===== config.mk =====
export PLATFORM = sky130hd
export DESIGN_NAME = fwdl_cmd
export DESIGN_NICKNAME = d
export VERILOG_FILES = /design/src/common/fwdl_pkg.sv /design/src/hw/fwdl_seg_track.sv /design/src/hw/fwdl_cmd.sv
export SDC_FILE = /design/constraint.sdc
export NUM_CORES = 1
export LEC_CHECK = 0
export BUFFER_PORTS_ARGS = -buffer_cell sky130_fd_sc_hd__buf_2
export CORE_MARGIN = 4
export CORE_UTILIZATION = 58
export CTS_BUF_LIST = sky130_fd_sc_hd__clkbuf_8
export CTS_CLUSTER_DIAMETER = 30
export DETAILED_ROUTE_END_ITERATION = 7
export MAX_ROUTING_LAYER = met4
export PLACE_DENSITY_LB_ADDON = 0.15
export SYNTH_ARGS = -nofsm -noshare
export SYNTH_HDL_FRONTEND = slang
export SYNTH_HIERARCHICAL = 1
export SYNTH_SLANG_ARGS = --single-unit

===== constraint.sdc =====
create_clock -name CLOCK -period 4.75 [get_ports CLOCK]
set_input_delay 0.95 -clock CLOCK [delete_from_list [all_inputs] [get_ports CLOCK]]
set_output_delay 0.95 -clock CLOCK [all_outputs]
set_load 0.01 [all_outputs]

===== src/common/fwdl_pkg.sv =====
// constants and types shared by the firmware download and diagnostic command block
package fwdl_pkg;

  // ==========================================================================
  // command and subcommand codes
  localparam logic [7:0] CMD_DL_DMA    = 8'h93;  // firmware download over dma
  localparam logic [7:0] CMD_SELF_DIAG = 8'h90;  // self diagnostic
  localparam logic [7:0] SUB_OFFSETS   = 8'h03;  // segmented download with offsets
  localparam logic [7:0] SUB_SINGLE    = 8'h07;  // single download and save

  // ==========================================================================
  // bus constants
  localparam int         ADDR_DEC_W    = 8;      // decoded low address bits
  localparam logic [1:0] HTRANS_NONSEQ = 2'h2;   // nonsequential transfer
  localparam logic [2:0] HSIZE_WORD    = 3'h2;   // 32-bit access
  localparam logic       HRESP_OKAY    = 1'h0;   // okay response

  // ==========================================================================
  // register byte addresses
  localparam logic [7:0] A_FEATURE = 8'h00;  // feature_subcommand
  localparam logic [7:0] A_CNT_LO  = 8'h04;  // block_count_low
  localparam logic [7:0] A_CNT_HI  = 8'h08;  // block_count_high
  localparam logic [7:0] A_SEG_LO  = 8'h0C;  // segment_offset_low
  localparam logic [7:0] A_SEG_HI  = 8'h10;  // segment_offset_high
  localparam logic [7:0] A_DRIVE   = 8'h14;  // drive_select
  localparam logic [7:0] A_COMMAND = 8'h18;  // command_code
  localparam logic [7:0] A_ERROR   = 8'h1C;  // error_flags
  localparam logic [7:0] A_STATUS  = 8'h20;  // status_flags
  localparam logic [7:0] A_CONTROL = 8'h24;  // lock, spin-up disable, soft reset
  localparam logic [7:0] A_EXPECT  = 8'h28;  // expected next segment offset

  // ==========================================================================
  // field positions and values
  localparam int         ERR_UNC_BIT     = 6;      // uncorrectable_flag
  localparam int         ERR_ABT_BIT     = 2;      // command_aborted_flag
  localparam int         ST_ERR_BIT      = 0;      // status error bit
  localparam int         CTL_LOCK_BIT    = 0;      // security locked
  localparam int         CTL_SPINOFF_BIT = 1;      // spin-up disabled
  localparam int         CTL_SRST_BIT    = 2;      // soft reset, self clearing
  localparam int         ENG_RELOAD_BIT  = 0;      // image asks for reload
  localparam logic [7:0] TF_RESET        = 8'h00;  // task file reset value
  localparam logic [7:0] ST_READY        = 8'h50;  // ready and seek complete
  localparam logic [7:0] ST_BUSY         = 8'h80;  // busy

  // ==========================================================================
  // engine operations and sequencer states
  typedef enum logic [2:0] {
    OP_NONE     = 3'b000,
    OP_XFER     = 3'b001,
    OP_VERIFY   = 3'b010,
    OP_SAVE     = 3'b011,
    OP_RELOAD   = 3'b100,
    OP_SPINDOWN = 3'b101,
    OP_DIAG     = 3'b110
  } fwdl_op_e;

  typedef enum logic [2:0] {
    S_IDLE   = 3'b000,
    S_XFER   = 3'b001,
    S_VERIFY = 3'b010,
    S_SAVE   = 3'b011,
    S_RELOAD = 3'b100,
    S_SPIN   = 3'b101,
    S_DIAG   = 3'b110
  } fwdl_state_e;

endpackage


===== src/hw/fwdl_seg_track.sv =====
// expected next segment offset tracker for segmented downloads
`timescale 1ns/1ns
module fwdl_seg_track #(
  parameter int OFS_W = 16
) (
  input  wire logic             clk,         // block clock
  input  wire logic             rst,         // async reset, active high
  input  wire logic             clear,       // drop gathered segments
  input  wire logic             advance,     // segment accepted
  input  wire logic [OFS_W-1:0] seg_offset,  // offset of current command
  input  wire logic [OFS_W-1:0] seg_count,   // block count of current command
  output logic      [OFS_W-1:0] expect_q,    // offset the next segment must carry
  output logic                  active_q,    // segments gathered so far
  output logic                  mismatch     // current offset out of sequence
);

  // ==========================================================================
  // expected offset, previous offset plus previous count
  always_ff @(posedge clk or posedge rst) begin
    if (rst) begin
      expect_q <= '0;
      active_q <= 1'b0;
    end else if (clear) begin
      expect_q <= '0;
      active_q <= 1'b0;
    end else if (advance) begin
      expect_q <= seg_offset + seg_count;
      active_q <= 1'b1;
    end
  end

  // first segment must start at zero, later ones at the expected offset
  assign mismatch = active_q ? (seg_offset != expect_q) : (seg_offset != '0);
endmodule


===== src/hw/fwdl_cmd.sv =====
// firmware download and self diagnostic command sequencer with ahb-lite task file
`timescale 1ns/1ns
module fwdl_cmd
  import fwdl_pkg::*;
(
  input  wire logic                CLOCK,            // 100 mhz clock
  input  wire logic                RST,              // async reset, active high
  input  wire logic                HSEL,             // slave select
  input  wire logic [31:0]         HADDR,            // byte address
  input  wire logic [1:0]          HTRANS,           // transfer type
  input  wire logic                HWRITE,           // write when high
  input  wire logic [2:0]          HSIZE,            // transfer size
  input  wire logic [31:0]         HWDATA,           // write data
  input  wire logic                HREADY,           // bus ready
  output logic      [31:0]         HRDATA,           // read data
  output logic                     HREADYOUT,        // slave ready
  output logic                     HRESP,            // always okay
  output logic                     ENG_REQ,          // engine operation request
  output fwdl_pkg::fwdl_op_e       ENG_OP,           // requested operation
  output logic      [15:0]         ENG_XFER_COUNT,   // sectors to move
  output logic      [15:0]         ENG_XFER_OFFSET,  // image start in sectors
  input  wire logic                ENG_DONE,         // operation finished, pulse
  input  wire logic                ENG_OK,           // operation succeeded
  input  wire logic                ENG_LAST,         // transfer held final segment
  input  wire logic [7:0]          ENG_CODE,         // reload wish or diagnostic code
  output logic                     DISCARD,          // drop partial image, pulse
  output logic                     BUSY              // command in progress
);

  // ==========================================================================
  // bus address phase capture
  logic                  acc;
  logic                  wr_pend_q;
  logic [ADDR_DEC_W-1:0] wr_addr_q;
  logic [31:0]           rdata_q;

  assign acc = HSEL && HREADY && (HTRANS == HTRANS_NONSEQ) && (HSIZE == HSIZE_WORD)
               && (HADDR[31:ADDR_DEC_W] == '0);

  // task file, control and state
  logic [7:0]    feature_q;
  logic [7:0]    cnt_lo_q;
  logic [7:0]    cnt_hi_q;
  logic [7:0]    seg_lo_q;
  logic [7:0]    seg_hi_q;
  logic [7:0]    drive_q;
  logic [7:0]    error_q;
  logic [7:0]    status_q;
  logic          lock_q;
  logic          spin_off_q;
  logic          reload_want_q;
  fwdl_state_e   state_q;
  logic          eng_req_q;
  fwdl_op_e      eng_op_q;
  logic [15:0]   xfer_cnt_q;
  logic [15:0]   xfer_ofs_q;
  logic          discard_q;

  // decoded data phase writes
  logic        wr_now;
  logic        cmd_wr;
  logic        srst;
  logic        cmd_go;
  logic [7:0]  cmd_code;
  logic [15:0] blk_count;
  logic [15:0] seg_offset;
  logic        sub_ok;
  logic        seg_active;
  logic        seg_mismatch;
  logic [15:0] seg_expect;
  logic        dl_reject;
  logic        dl_seq_bad;
  logic        discard_now;
  logic        seg_clear;
  logic        seg_adv;
  logic        final_seg;
  logic [15:0] trk_offset;

  assign wr_now     = wr_pend_q;
  assign cmd_wr     = wr_now && (wr_addr_q == A_COMMAND);
  assign srst       = wr_now && (wr_addr_q == A_CONTROL) && HWDATA[CTL_SRST_BIT];
  assign cmd_code   = HWDATA[7:0];
  assign cmd_go     = cmd_wr && (state_q == S_IDLE) && !srst;
  assign blk_count  = {cnt_hi_q, cnt_lo_q};
  assign seg_offset = {seg_hi_q, seg_lo_q};
  assign sub_ok     = (feature_q == SUB_OFFSETS) || (feature_q == SUB_SINGLE);

  // lock or reserved subcommand rejects the download outright
  assign dl_reject  = lock_q || !sub_ok;
  assign dl_seq_bad = (feature_q == SUB_OFFSETS) && seg_mismatch;
  assign final_seg  = (state_q == S_XFER) && ENG_DONE && ((feature_q == SUB_SINGLE) || ENG_LAST);

  // ==========================================================================
  // when gathered segments are dropped or the tracker is cleared
  always_comb begin
    discard_now = 1'b0;
    if (srst && seg_active) begin
      discard_now = 1'b1;
    end else if (cmd_go && seg_active && !((cmd_code == CMD_DL_DMA) && (feature_q == SUB_OFFSETS))) begin
      discard_now = 1'b1;
    end else if (cmd_go && (cmd_code == CMD_DL_DMA) && seg_active && (dl_reject || dl_seq_bad)) begin
      discard_now = 1'b1;
    end
  end

  assign seg_clear = discard_now || srst || final_seg;
  assign seg_adv   = (state_q == S_XFER) && ENG_DONE && !final_seg;

  // while idle the tracker checks the new task-file offset, while moving it steps by the committed one
  assign trk_offset = (state_q == S_IDLE) ? seg_offset : xfer_ofs_q;

  // ==========================================================================
  // expected offset tracker
  fwdl_seg_track #(
    .OFS_W (16)
  ) u_track (
    .clk        (CLOCK),
    .rst        (RST),
    .clear      (seg_clear),
    .advance    (seg_adv),
    .seg_offset (trk_offset),
    .seg_count  (xfer_cnt_q),
    .expect_q   (seg_expect),
    .active_q   (seg_active),
    .mismatch   (seg_mismatch)
  );

  // ==========================================================================
  // ahb-lite slave: zero wait states, read data registered in the address phase
  always_ff @(posedge CLOCK or posedge RST) begin
    if (RST) begin
      wr_pend_q <= 1'b0;
      wr_addr_q <= '0;
      rdata_q   <= '0;
    end else begin
      wr_pend_q <= acc && HWRITE;
      wr_addr_q <= HADDR[ADDR_DEC_W-1:0];
      rdata_q   <= '0;  // unmapped and write-only words read zero
      if (acc && !HWRITE) begin
        case (HADDR[ADDR_DEC_W-1:0])
          A_CNT_LO:  rdata_q[7:0]  <= cnt_lo_q;
          A_CNT_HI:  rdata_q[7:0]  <= cnt_hi_q;
          A_SEG_LO:  rdata_q[7:0]  <= seg_lo_q;
          A_SEG_HI:  rdata_q[7:0]  <= seg_hi_q;
          A_DRIVE:   rdata_q[7:0]  <= drive_q;
          A_ERROR:   rdata_q[7:0]  <= error_q;
          A_STATUS:  rdata_q[7:0]  <= status_q;
          A_CONTROL: begin
            rdata_q[CTL_LOCK_BIT]    <= lock_q;
            rdata_q[CTL_SPINOFF_BIT] <= spin_off_q;
          end
          A_EXPECT:  rdata_q[15:0] <= seg_expect;
          default:   rdata_q       <= '0;
        endcase
      end
    end
  end

  assign HRDATA    = rdata_q;
  assign HREADYOUT = 1'b1;
  assign HRESP     = HRESP_OKAY;

  // ==========================================================================
  // task file writes, ignored while busy; soft reset clears them
  always_ff @(posedge CLOCK or posedge RST) begin
    if (RST) begin
      feature_q <= TF_RESET;
      cnt_lo_q  <= TF_RESET;
      cnt_hi_q  <= TF_RESET;
      seg_lo_q  <= TF_RESET;
      seg_hi_q  <= TF_RESET;
      drive_q   <= TF_RESET;
    end else if (srst) begin
      feature_q <= TF_RESET;
      cnt_lo_q  <= TF_RESET;
      cnt_hi_q  <= TF_RESET;
      seg_lo_q  <= TF_RESET;
      seg_hi_q  <= TF_RESET;
      drive_q   <= TF_RESET;
    end else if (wr_now && (state_q == S_IDLE)) begin
      case (wr_addr_q)
        A_FEATURE: feature_q <= HWDATA[7:0];
        A_CNT_LO:  cnt_lo_q  <= HWDATA[7:0];
        A_CNT_HI:  cnt_hi_q  <= HWDATA[7:0];
        A_SEG_LO:  seg_lo_q  <= HWDATA[7:0];
        A_SEG_HI:  seg_hi_q  <= HWDATA[7:0];
        A_DRIVE:   drive_q   <= HWDATA[7:0];
        default:   drive_q   <= drive_q;
      endcase
    end
  end

  // control register: security lock and spin-up disable
  always_ff @(posedge CLOCK or posedge RST) begin
    if (RST) begin
      lock_q     <= 1'b0;
      spin_off_q <= 1'b0;
    end else if (wr_now && (wr_addr_q == A_CONTROL)) begin
      lock_q     <= HWDATA[CTL_LOCK_BIT];
      spin_off_q <= HWDATA[CTL_SPINOFF_BIT];
    end
  end

  // discard pulse toward the image buffer
  always_ff @(posedge CLOCK or posedge RST) begin
    if (RST) begin
      discard_q <= 1'b0;
    end else begin
      discard_q <= discard_now;
    end
  end

  // ==========================================================================
  // command sequencer
  always_ff @(posedge CLOCK or posedge RST) begin
    if (RST) begin
      state_q       <= S_IDLE;
      eng_req_q     <= 1'b0;
      eng_op_q      <= OP_NONE;
      xfer_cnt_q    <= '0;
      xfer_ofs_q    <= '0;
      reload_want_q <= 1'b0;
      error_q       <= '0;
      status_q      <= ST_READY;
    end else if (srst) begin
      state_q       <= S_IDLE;
      eng_req_q     <= 1'b0;
      eng_op_q      <= OP_NONE;
      reload_want_q <= 1'b0;
      error_q       <= '0;
      status_q      <= ST_READY;
    end else begin
      case (state_q)
        S_IDLE: begin
          if (cmd_go) begin
            error_q  <= '0;
            status_q <= ST_BUSY;
            if (cmd_code == CMD_DL_DMA) begin
              if (dl_reject || dl_seq_bad) begin
                error_q[ERR_ABT_BIT] <= 1'b1;
                status_q             <= ST_READY | 8'h01;
              end else if (blk_count == '0) begin
                status_q <= ST_READY;
              end else begin
                state_q    <= S_XFER;
                eng_req_q  <= 1'b1;
                eng_op_q   <= OP_XFER;
                xfer_cnt_q <= blk_count;
                xfer_ofs_q <= (feature_q == SUB_OFFSETS) ? seg_offset : '0;
              end
            end else if (cmd_code == CMD_SELF_DIAG) begin
              state_q   <= S_DIAG;
              eng_req_q <= 1'b1;
              eng_op_q  <= OP_DIAG;
            end else begin
              error_q[ERR_ABT_BIT] <= 1'b1;
              status_q             <= ST_READY | 8'h01;
            end
          end
        end
        S_XFER: begin
          if (ENG_DONE) begin
            if (final_seg) begin
              reload_want_q <= ENG_CODE[ENG_RELOAD_BIT];
              state_q       <= S_VERIFY;
              eng_op_q      <= OP_VERIFY;
            end else begin
              state_q   <= S_IDLE;
              eng_req_q <= 1'b0;
              eng_op_q  <= OP_NONE;
              status_q  <= ST_READY;
            end
          end
        end
        S_VERIFY: begin
          if (ENG_DONE) begin
            if (ENG_OK) begin
              state_q  <= S_SAVE;
              eng_op_q <= OP_SAVE;
            end else begin
              state_q              <= S_IDLE;
              eng_req_q            <= 1'b0;
              eng_op_q             <= OP_NONE;
              error_q[ERR_ABT_BIT] <= 1'b1;
              status_q             <= ST_READY | 8'h01;
            end
          end
        end
        S_SAVE: begin
          if (ENG_DONE) begin
            if (reload_want_q) begin
              state_q  <= S_RELOAD;
              eng_op_q <= OP_RELOAD;
            end else begin
              state_q   <= S_IDLE;
              eng_req_q <= 1'b0;
              eng_op_q  <= OP_NONE;
              status_q  <= ST_READY;
            end
          end
        end
        S_RELOAD: begin
          if (ENG_DONE) begin
            if (ENG_OK && spin_off_q) begin
              state_q  <= S_SPIN;
              eng_op_q <= OP_SPINDOWN;
            end else begin
              state_q              <= S_IDLE;
              eng_req_q            <= 1'b0;
              eng_op_q             <= OP_NONE;
              error_q[ERR_UNC_BIT] <= !ENG_OK;
              status_q             <= ENG_OK ? ST_READY : (ST_READY | 8'h01);
            end
          end
        end
        S_SPIN: begin
          if (ENG_DONE) begin
            state_q   <= S_IDLE;
            eng_req_q <= 1'b0;
            eng_op_q  <= OP_NONE;
            status_q  <= ST_READY;
          end
        end
        S_DIAG: begin
          if (ENG_DONE) begin
            state_q   <= S_IDLE;
            eng_req_q <= 1'b0;
            eng_op_q  <= OP_NONE;
            error_q   <= ENG_CODE;
            status_q  <= ST_READY;
          end
        end
        default: begin
          state_q   <= S_IDLE;
          eng_req_q <= 1'b0;
          eng_op_q  <= OP_NONE;
        end
      endcase
    end
  end

  assign ENG_REQ         = eng_req_q;
  assign ENG_OP          = eng_op_q;
  assign ENG_XFER_COUNT  = xfer_cnt_q;
  assign ENG_XFER_OFFSET = xfer_ofs_q;
  assign DISCARD         = discard_q;
  assign BUSY            = status_q[7];
endmodule


==> results of run 1 <==
## placed cells by master (no fill, tap or decap), types with 15 or more instances in the layout
cell and count:
nand3_1 23, xnor2_1 19, mux2i_1 58, buf_4 22, nor2_1 71, buf_2 114, conb_1 18, nor3_1 15
a21oi_1 38, clkbuf_8 19, o21ai_0 20, inv_1 26, o21ai_1 16, ha_1 15, dfrtp_1 140, nand2_1 132
and3_1 19, nor4_1 18, mux2_4 16
## repair_timing
action                                  in CTS  in global routing
endpoints found under the setup margin       0                  1
endpoints found under the hold margin        0                  0
resized for setup                            0                  1
buffers inserted                             0                  0
## sequential cells by signal (all words and copies together), names as in the netlist, 3 cells and up
| name | count |
|---|---|
| cnt_lo_q | 8 |
| status_q | 3 |
| seg_hi_q | 8 |
| wr_addr_q | 8 |
| ENG_XFER_COUNT | 16 |
| seg_lo_q | 8 |
| ENG_XFER_OFFSET | 16 |
| feature_q | 8 |
| u_track/expect_q | 16 |
| error_q | 8 |
| drive_q | 8 |
| ENG_OP | 3 |
| HRDATA | 16 |
| cnt_hi_q | 8 |
## worst register-to-register path, stage by stage, from the launching register on
cell	delay, ns
dfrtp_1	0.39
buf_4	0.21
nor3_2	0.15
buf_4	0.26
nand2_1	0.11
nand2_1	0.18
xnor2_1	0.17
nand4_1	0.15
nor4_1	0.30
a31oi_1	0.18
nor2b_1	0.19
nor4_1	0.23
a31oi_1	0.14
o21a_1	0.21
or3_1	0.37
nand2b_1	0.20
or3_1	0.38
a2111oi_0	0.40
a311o_1	0.18
## synth_stat cells, types with 5 or more instances
library cell / number / share of area [%]
a21oi_1: 38 / 2.4
o21ai_0: 20 / 1.3
a211oi_1: 5 / 0.47
and3_1: 19 / 1.5
nand2b_1: 14 / 1.1
mux2_2: 5 / 0.70
a31oi_1: 14 / 1.1
buf_4: 18 / 1.7
o21a_1: 5 / 0.47
mux2i_1: 58 / 7.3
mux2_4: 16 / 3.0
a22oi_1: 12 / 1.1
inv_1: 26 / 1.2
o21ai_1: 16 / 1.0
clkbuf_1: 32 / 1.5
nand3_1: 23 / 1.4
ha_1: 15 / 2.3
nor4_1: 18 / 1.4
xnor2_1: 19 / 2.1
nor2_1: 71 / 3.3
nor3_1: 15 / 0.94
or3_1: 7 / 0.55
nand3b_1: 5 / 0.47
dfrtp_1: 140 / 44
nand4_1: 13 / 1.0
nand2_1: 132 / 6.2
## per-layer routing
metal  vias up  GRT usage [%]  part of all wire, %
li1       3258              -                    -
met1      3549           40.8                   39
met2       431           52.9                   48
met3        92           6.61                  7.8
met4         0           15.8                  5.0
met5         -              -                    0
## worst max-delay path by stage
stage	endpoint	slack, ns	startpoint	cells after the start
2_1_floorplan	u_track/expect_q[15]	0.32	ENG_OP[0]	21
3_3_place_gp	u_track/expect_q[15]	0.46	ENG_OP[2]	16
3_5_place_dp	u_track/expect_q[15]	0.35	ENG_OP[2]	17
4_1_cts	u_track/expect_q[15]	0.32	ENG_OP[2]	17
5_1_grt	u_track/expect_q[15]	0.07	ENG_OP[0]	18
6_report	u_track/expect_q[15]	0.32	ENG_OP[0]	18
## logic make-up after synthesis
family / Yosys count / synth area share (%)
AND/OR/NAND/NOR: 343 / 20.6
adder cells (fa/ha/maj): 16 / 2.59
flip-flops: 141 / 44.1
buffers and inverters: 87 / 5.27
multiplexers: 79 / 11.0
other: 2 / 0.0938
XOR/XNOR: 21 / 2.30
AO/OA/AOI/OAI: 166 / 14.1
## metrics by stage
step / std cells / utilization [%]
detailed placement: 1122 / 64.9
global placement: 1122 / 64.9
global route: 1153 / 68.0
finish: 1153 / 68.0
floorplan: 871 / -
CTS: 1153 / 68.0
## layout make-up
type                       instances  area, sq um  share of cell area [%]
sequential                       141         3530                    38.7
inverter                          26          100                    1.10
multi-input combinational        643         4120                    45.2
clock inverter                    12          146                    1.61
tap                              176          220                    2.42
clock buffer                      19          262                    2.87
timing repair buffer             136          736                    8.07
## power by group through the flow
stage | Sequential [mW] | Clock, mW | Combinational [mW]
floorplan | 1.34 | 0 | 0.208
global placement | 1.38 | 0 | 0.290
detailed placement | 1.38 | 0 | 0.302
CTS | 1.36 | 1.01 | 0.304
global route | 1.37 | 1.07 | 0.342
finish | 1.36 | 1.01 | 0.308
==> impl_metrics.yaml, run 1 <==
sta:
  max-slew-margin-rel_pct: 34.1
  setup_viol: 0
  setup_tns_ns: 0
  slew_viol_final: 0
  fin_ws_ns: 0.319
  rsz0062_at_grt: "false"
  min_period_over_period_pct: 93.3
  period_needed_ns: 4.43
  whs_ns: 0.523
  tightest_slew_ns: 0.984
  fin_skew_ns: 0.00889
  fmax_ghz: 0.226
  hold_viol_final: 0
synth:
  ys_seq_area_share_pct: 44.1
  syn_avg_cell_area_sq_um: 9.37
  synth_edf_count: 0
  yosysWarnings: 6
  ys_ff_latch: 141
  synth_cell_type_count: 75
  async_flop_share_pct: 100
  syn-instance-count: 855
  synth-main-ff-cell: "dfrtp_1"
  synth.cell_area_sq_mm: 0.00801
power_and_ir_drop:
  p_comb_share_pct: 11.5
  internal-power_mw: 1.94
  switching_share_pct: 27.8
  power.total_mw: 2.68
  ir_worst_vdd_v: 0.000250
  seq_power_share_pct: 50.8
  p_per_area_mw_per_mm2: 294
  p_switching_mw: 0.747
  power.leakage_nw: 4.57
  power_frac_clock_pct: 37.7
placement:
  dp_slack_ns: 0.349
  postPlaceCellArea_sq_mm: 0.00870
  gp_congestion: 0.991
  hpwl_microns: 19100
  portBuffers: 114
worst_setup_path:
  cpMaxStageDelayCell: "a2111oi_0"
  path_max_fanout: 19
  r2r_cells: 18
  crit_type: "reg2reg"
  crit_path_start_kind: "register"
  crit_chain: "buf_4 -> nor3_2 -> buf_4 -> nand2_1 -> nand2_1 -> xnor2_1 -> nand4_1 -> nor4_1 -> a31oi_1 -> nor2b_1 -> nor4_1 -> a31oi_1 -> o21a_1 -> or3_1 -> nand2b_1 -> or3_1 -> a2111oi_0 -> a311o_1"
  path_delay_family: "simple AND/OR/NAND/NOR gates"
  timing.rr.start: "ENG_OP[0]"
  required_ns: 5.15
  ff2ff_setup_slack_ns: 0.32
  cpPeakStageDelay_ns: 0.40
  worst_ep_arrival_time_ns: 4.83
  crit_path_end_kind: "register"
  r2r_end: "u_track/expect_q[15]"
  path_buf_inv: 2
floorplanning:
  rows: 42
  die_h_microns: 126
  dieArea_sq_mm: 0.0158
  die_w_microns: 126
  core_sq_mm: 0.0134
  ios: 157
  initial_core_util_pct: 59.8
outcome:
  status: "completed"
cts:
  cts_tree: "yes"
  cts_max_level: 4
  cts_hold_buf: 0
  cts_max_path_buffers: 2
  root_buffer: "clkbuf_8"
  insertion_delay_ns: 0.46
  cts_sinks: 141
  cts_inserted_buffers: 17
  clk_pin_slew_ns: 0.08
detailed_routing:
  wl_microns: 25400
  drt-wirelength-per-cell_microns: 22.1
  vias: 7330
  drcViolationCount: 0
  drt-pass1-iter-count: 6
  first_iter_violations: 795
  ant_nets: 0
  via_per_inst: 6.36
global_routing:
  antenna_found_initial: 0
  track_usage_pct: 33.2
  grt_overflow: 0
  grt_max_degree: 65
  grt_pass1_wl_microns: 39600
  grt_pass1_vias: 7171
final_layout:
  n_antenna_cell: 0
  postLayoutCellArea_sq_mm: 0.00912
  area_delta_synth_final_pct: 13.8
  nNetsFinal: 1066
  fillers: 1105
  drive_gt1_share_pct: 20.8
hold_path:
  min_from: "ENG_XFER_OFFSET[15]"
  hold_class: "reg2reg"
  hold_path_depth: 2
  whs_endpoint: "ENG_XFER_OFFSET[15]"
run:
  maxCapViolations: 0
(Power assumes the default switching activity.)
==> run 2, diff against run 1 <==
--- a/config.mk
+++ b/config.mk
@@ -7,2 +7,3 @@
 export LEC_CHECK = 0
+export ABC_AREA = 1
 export BUFFER_PORTS_ARGS = -buffer_cell sky130_fd_sc_hd__buf_2
@@ -19 +20,2 @@
 export SYNTH_SLANG_ARGS = --single-unit
+export TNS_END_PERCENT = 1
--- a/constraint.sdc
+++ b/constraint.sdc
@@ -3,2 +3,2 @@
 set_output_delay 0.95 -clock CLOCK [all_outputs]
-set_load 0.01 [all_outputs]
+set_load 0.005 [all_outputs]
==> impl_metrics.yaml, run 2 <==
final_layout:
  postLayoutCellArea_sq_mm: 0.00936
  n_antenna_cell: 0
  final_cells: 1431
  drive_gt1_share_pct: 18.5
  layout_common_cells: "nand2_1 (336), inv_1 (147), dfrtp_1 (140), buf_2 (114), nor2_1 (84)"
  layout_commonest_cell: "nand2_1"
  area_delta_synth_final_pct: 13.1
  post-route-util_pct: 67.2
  nNetsFinal: 1339
detailed_routing:
  drcViolationCount: 0
  wl_microns: 24000
  via_per_inst: 5.49
  drt-pass1-iter-count: 6
  vias: 7851
  drt-wirelength-per-cell_microns: 16.7
  first_iter_violations: 770
  ant_nets: 0
sta:
  slew_viol_final: 0
  tightest_slew_ns: 0.986
  setup_tns_ns: 0
  setup_viol: 0
  period_needed_ns: 4.38
  fin_skew_ns: 0.0170
  hold_viol_final: 0
  max-slew-margin-rel_pct: 33.9
  fmax_ghz: 0.228
  rsz0062_at_grt: "false"
  min_period_over_period_pct: 92.3
  fin_ws_ns: 0.367
  whs_ns: 0.471
floorplanning:
  die_h_microns: 127
  initial_core_util_pct: 59.4
  die_w_microns: 127
  core_sq_mm: 0.0139
  ios: 157
  rows: 43
  dieArea_sq_mm: 0.0162
outcome:
  status: "completed"
worst_setup_path:
  crit_path_end_kind: "register"
  crit_top_cell: "nand2_1"
  path_buf_inv: 2
  cpMaxStageDelayCell: "o21ai_0"
  crit_chain: "inv_2 -> nand3_4 -> o21ai_0 -> nor2_1 -> nor3_1 -> nand2_1 -> nor2_1 -> nand2_1 -> nand2_1 -> nand2_1 -> nand3_1 -> nand3_1 -> o21ai_0 -> nand2_1 -> nand2_1 -> nand3_1 -> nor2_1 -> inv_1 -> a21oi_1 -> o21ai_0 -> nand2_1"
  crit_type: "reg2reg"
  crit_path_start_kind: "register"
  cpPeakStageDelay_ns: 0.81
  path_delay_family: "simple AND/OR/NAND/NOR gates"
  worst_ep_arrival_time_ns: 4.78
  path_max_fanout: 35
  required_ns: 5.15
cts:
  root_buffer: "clkbuf_8"
  insertion_delay_ns: 0.47
  cts_sinks: 141
  cts_resized: 0
  cts_inserted_buffers: 17
  post_cts_buffers: 0
  clk_pin_slew_ns: 0.09
  cts_tree: "yes"
  cts_max_level: 4
  cts_max_path_buffers: 2
  cts_hold_buf: 0
synth:
  synthTopCellsByArea: "dfrtp_1 (42%), nand2_1 (15%), inv_1 (6.7%)"
  synth_common_cells: "nand2_1 (336), inv_1 (148), dfrtp_1 (140), nor2_1 (84), nand3_1 (77)"
  async_flop_share_pct: 100
  ys_seq_area_share_pct: 42.7
  ys_ff_latch: 141
  syn_avg_cell_area_sq_um: 7.41
  synth-main-ff-cell: "dfrtp_1"
  synth_cell_type_count: 47
  yosysTopAreaCell: "dfrtp_1"
  yosysWarnings: 6
  synth_edf_count: 0
  yosysMostFrequentCell: "nand2_1"
  synth.top_cell.area_share_pct: 42.3
  syn-instance-count: 1117
  synth.cell_area_sq_mm: 0.00828
power_and_ir_drop:
  power_frac_clock_pct: 29.2
  internal-power_mw: 2.25
  p_comb_share_pct: 30.3
  power.total_mw: 3.63
  power.leakage_nw: 5.28
  p_per_area_mw_per_mm2: 388
  switching_share_pct: 38.0
  ir_worst_vdd_v: 0.000306
  p_switching_mw: 1.38
  seq_power_share_pct: 40.6
global_routing:
  grt_pass1_vias: 7295
  antenna_found_initial: 0
  grt_pass1_wl_microns: 37900
  grt_max_degree: 47
  track_usage_pct: 31.2
  grt_overflow: 0
placement:
  hpwl_microns: 18200
  post-place-cells: 1399
  portBuffers: 114
  postPlaceCellArea_sq_mm: 0.00893
  gp_congestion: 0.959
  dp_slack_ns: 0.552
run:
  maxCapViolations: 0
hold_path:
  hold_class: "reg2reg"
==> run 2: tightest hold or removal path: cells and delay by family, from the launching register on <==
kind | cells | cell delay (ns)
AND/OR/NAND/NOR | 2 | 0.09
flip-flops | 1 | 0.38
==> run 2: cells by family (layout without fill, tap and decap cells) <==
kind of cell / after synthesis / count (layout) / synth area share [%]
xor gates and xnor gates: 12 / 12 / 1.27
other: 2 / 18 / 0.0908
buffers and inverters: 199 / 317 / 10.7
adders and majority gates: 16 / 16 / 2.51
and+or+nand+nor: 605 / 605 / 32.9
DFF: 141 / 141 / 42.7
AOI/OAI and AO/OA: 142 / 142 / 9.81
==> run 2: metal layers <==
layer  part of all wire (%)  track usage [%]  up-vias
met4                    2.9             11.4        0
met2                     47             48.8      382
met3                    8.7             6.31       45
met5                      0                -        -
li1                       -                -     3774
met1                     41             40.4     3650
==> run 2: worst paths after layout <==
path / from / to / depth (start not counted) / slack, ns
worst max-delay path: ENG_OP[2] / u_track/expect_q[6] / 21 / 0.37
min in group asynchronous: RST / HRDATA[9] / 2 / 0.56
worst min register to register: status_q[6] / status_q[6] / 2 / 0.47
max in group asynchronous: RST / seg_lo_q[2] / 3 / 3.17
worst min-delay path: status_q[6] / status_q[6] / 2 / 0.47
worst max register to register: ENG_OP[2] / u_track/expect_q[6] / 21 / 0.37
==> run 2: final cells by class <==
class	count	area, sq um
Fill cell	1260	4570
Multi-Input combinational cell	793	3920
Sequential cell	141	3530
Timing Repair Buffer	124	646
Inverter	161	607
Clock buffer	18	248
Tap cell	180	225
Clock inverter	14	183
==> run 2: power groups by stage <==
stage                     registers, mW  logic, mW  clock network (mW)
after floorplan                    1.45      0.801                   0
after global placement             1.49       1.06                   0
after detailed placement           1.49       1.08                   0
after CTS                          1.47       1.09                1.07
after global routing               1.49       1.22                1.13
final                              1.47       1.10                1.06
==> run 3, diff against run 2 <==
--- a/config.mk
+++ b/config.mk
@@ -10,3 +10,3 @@
 export CORE_MARGIN = 4
-export CORE_UTILIZATION = 58
+export CORE_UTILIZATION = 55
 export CTS_BUF_LIST = sky130_fd_sc_hd__clkbuf_8
--- a/constraint.sdc
+++ b/constraint.sdc
@@ -3,2 +3,2 @@
 set_output_delay 0.95 -clock CLOCK [all_outputs]
-set_load 0.005 [all_outputs]
+set_load 0.05 [all_outputs]
==> impl_metrics.yaml, run 3 (synthesized netlist as in run 2, its figures left out) <==
final_layout:
  multi_input_area_sq_mm: 0.00392
  nNetsFinal: 1338
  fillers: 1384
  drive_gt1_share_pct: 18.4
  layout_common_cells: "nand2_1 (336), inv_1 (148), dfrtp_1 (140), buf_2 (114), nor2_1 (84)"
  n_antenna_cell: 0
  layout_commonest_cell: "nand2_1"
  area_delta_synth_final_pct: 13.0
  seqCellArea_sq_mm: 0.00353
worst_setup_path:
  cpPeakStageDelay_ns: 0.79
  timing.rr.start: "ENG_OP[1]"
  crit_path_start_kind: "register"
  crit_path_end_kind: "register"
  worst_ep_arrival_time_ns: 4.76
  r2r_end: "u_track/expect_q[6]"
  path_buf_inv: 2
  cpMaxStageDelayCell: "o21ai_0"
  path_delay_family: "simple AND/OR/NAND/NOR gates"
  crit_type: "reg2reg"
  required_ns: 5.15
  ff2ff_setup_slack_ns: 0.39
  crit_top_cell: "nand2_1"
  path_max_fanout: 35
  r2r_cells: 21
  crit_chain: "inv_1 -> nand3_4 -> o21ai_0 -> nor2_1 -> nor3_1 -> nand2_1 -> nor2_1 -> nand2_1 -> nand2_1 -> nand2_1 -> nand3_1 -> nand3_1 -> o21ai_0 -> nand2_1 -> nand2_1 -> nand3_1 -> nor2_1 -> inv_1 -> a21oi_1 -> o21ai_0 -> nand2_1"
sta:
  max-slew-margin-rel_pct: 37.1
  min_period_over_period_pct: 91.9
  rsz0062_at_grt: "false"
  setup_viol: 0
  whs_ns: 0.478
  setup_tns_ns: 0
  fmax_ghz: 0.229
  period_needed_ns: 4.36
  hold_viol_final: 0
  tightest_slew_ns: 0.939
  slew_viol_final: 0
  fin_skew_ns: 0.0120
detailed_routing:
  vias: 7792
  drt-pass1-iter-count: 5
  ant_nets: 0
  wl_microns: 24000
  drt-wirelength-per-cell_microns: 16.7
  drcViolationCount: 0
  via_per_inst: 5.43
  first_iter_violations: 689
cts:
  insertion_delay_ns: 0.46
  cts_sinks: 141
  cts_max_path_buffers: 2
  root_buffer: "clkbuf_8"
  cts_tree: "yes"
  cts_hold_buf: 0
  cts_inserted_buffers: 17
  cts_resized: 0
  cts_max_level: 4
  clk_pin_slew_ns: 0.08
  post_cts_buffers: 0
power_and_ir_drop:
  p_per_area_mw_per_mm2: 391
  seq_power_share_pct: 40.3
  p_switching_mw: 1.44
  p_comb_share_pct: 32.3
  switching_share_pct: 39.3
  power.leakage_nw: 5.28
  internal-power_mw: 2.22
  power_frac_clock_pct: 27.4
  ir_worst_vdd_v: 0.000343
placement:
  hpwl_microns: 18500
  gp_congestion: 0.985
  portBuffers: 114
global_routing:
  grt_max_degree: 83
  grt_pass1_wl_microns: 37800
  antenna_found_initial: 0
  grt_overflow: 0
  track_usage_pct: 30.0
  grt_pass1_vias: 7252
floorplanning:
  initial_core_util_pct: 56.5
  die_h_microns: 131
  ios: 157
  core_sq_mm: 0.0146
  dieArea_sq_mm: 0.0171
  die_w_microns: 131
  rows: 44
run:
  maxCapViolations: 0
hold_path:
  hold_class: "reg2reg"
  hold_path_depth: 2
  min_from: "status_q[6]"
  whs_endpoint: "status_q[6]"
outcome:
  status: "completed"
run 3: changes by cell type in the layout (fill, tap and decap cells not counted):
cell	before	now
buf_4	10	8
clkbuf_8	18	20
clkinvlp_4	5	3
buf_12	0	1
bufinv_16	3	2
clkinv_2	0	1
clkinv_4	1	2
inv_1	147	148
inv_6	4	3
inv_8	1	0
run 3: how the worst max path moves through the flow:
stage | from | endpoint | slack (ns) | cells past startpoint
after detailed placement | ENG_OP[1] | u_track/expect_q[6] | 0.57 | 21
after floorplan | RST | DISCARD | 0.50 | 1
after global placement | ENG_OP[2] | u_track/expect_q[6] | 0.63 | 21
final | ENG_OP[1] | u_track/expect_q[6] | 0.39 | 21
after global routing | ENG_OP[2] | u_track/expect_q[6] | 0.13 | 21
after CTS | ENG_OP[1] | u_track/expect_q[6] | 0.54 | 21
run 3: tightest hold or removal path: stages, from the launching register on:
cell,delay (ns)
dfstp_2,0.37
nand2_1,0.06
nand2_1,0.05
run 3: final cells by class:
class,count,area share (%)
clock buffer,20,2.94
clock inverter,12,1.45
inverter,161,6.49
multi-input combinational,793,42.0
sequential,141,37.7
tap,184,2.46
timing repair buffer,123,6.96
run 3: metrics by stage:
step	setup WS, ns	std cells	util, %	power, mW	area [sq um]
6_report	0.386	1434	63.9	3.66	9350
5_1_grt	0.128	1434	63.9	3.85	9350
4_1_cts	0.536	1434	63.9	3.66	9350
3_5_place_dp	0.568	1402	61.1	2.66	8940
3_3_place_gp	0.634	1402	61.1	2.63	8940
2_1_floorplan	0.502	1133	-	2.32	8340
run 3: power groups by stage:
stage / Combinational [mW] / Sequential [mW] / Clock [mW]
2_1_floorplan: 0.829 / 1.50 / 0
3_3_place_gp: 1.14 / 1.49 / 0
3_5_place_dp: 1.16 / 1.49 / 0
4_1_cts: 1.17 / 1.47 / 1.01
5_1_grt: 1.30 / 1.49 / 1.06
6_report: 1.18 / 1.47 / 1.00
run 3: routing by layer:
metal / wire [microns] / part of all wire [%] / up-vias / track usage [%]
met5: 0 / 0 / - / -
met1: 10200 / 42 / 3636 / 38.9
met4: 847 / 3.5 / 0 / 11.9
met3: 1680 / 7.0 / 59 / 5.61
li1: - / - / 3782 / -
met2: 11300 / 47 / 315 / 46.7
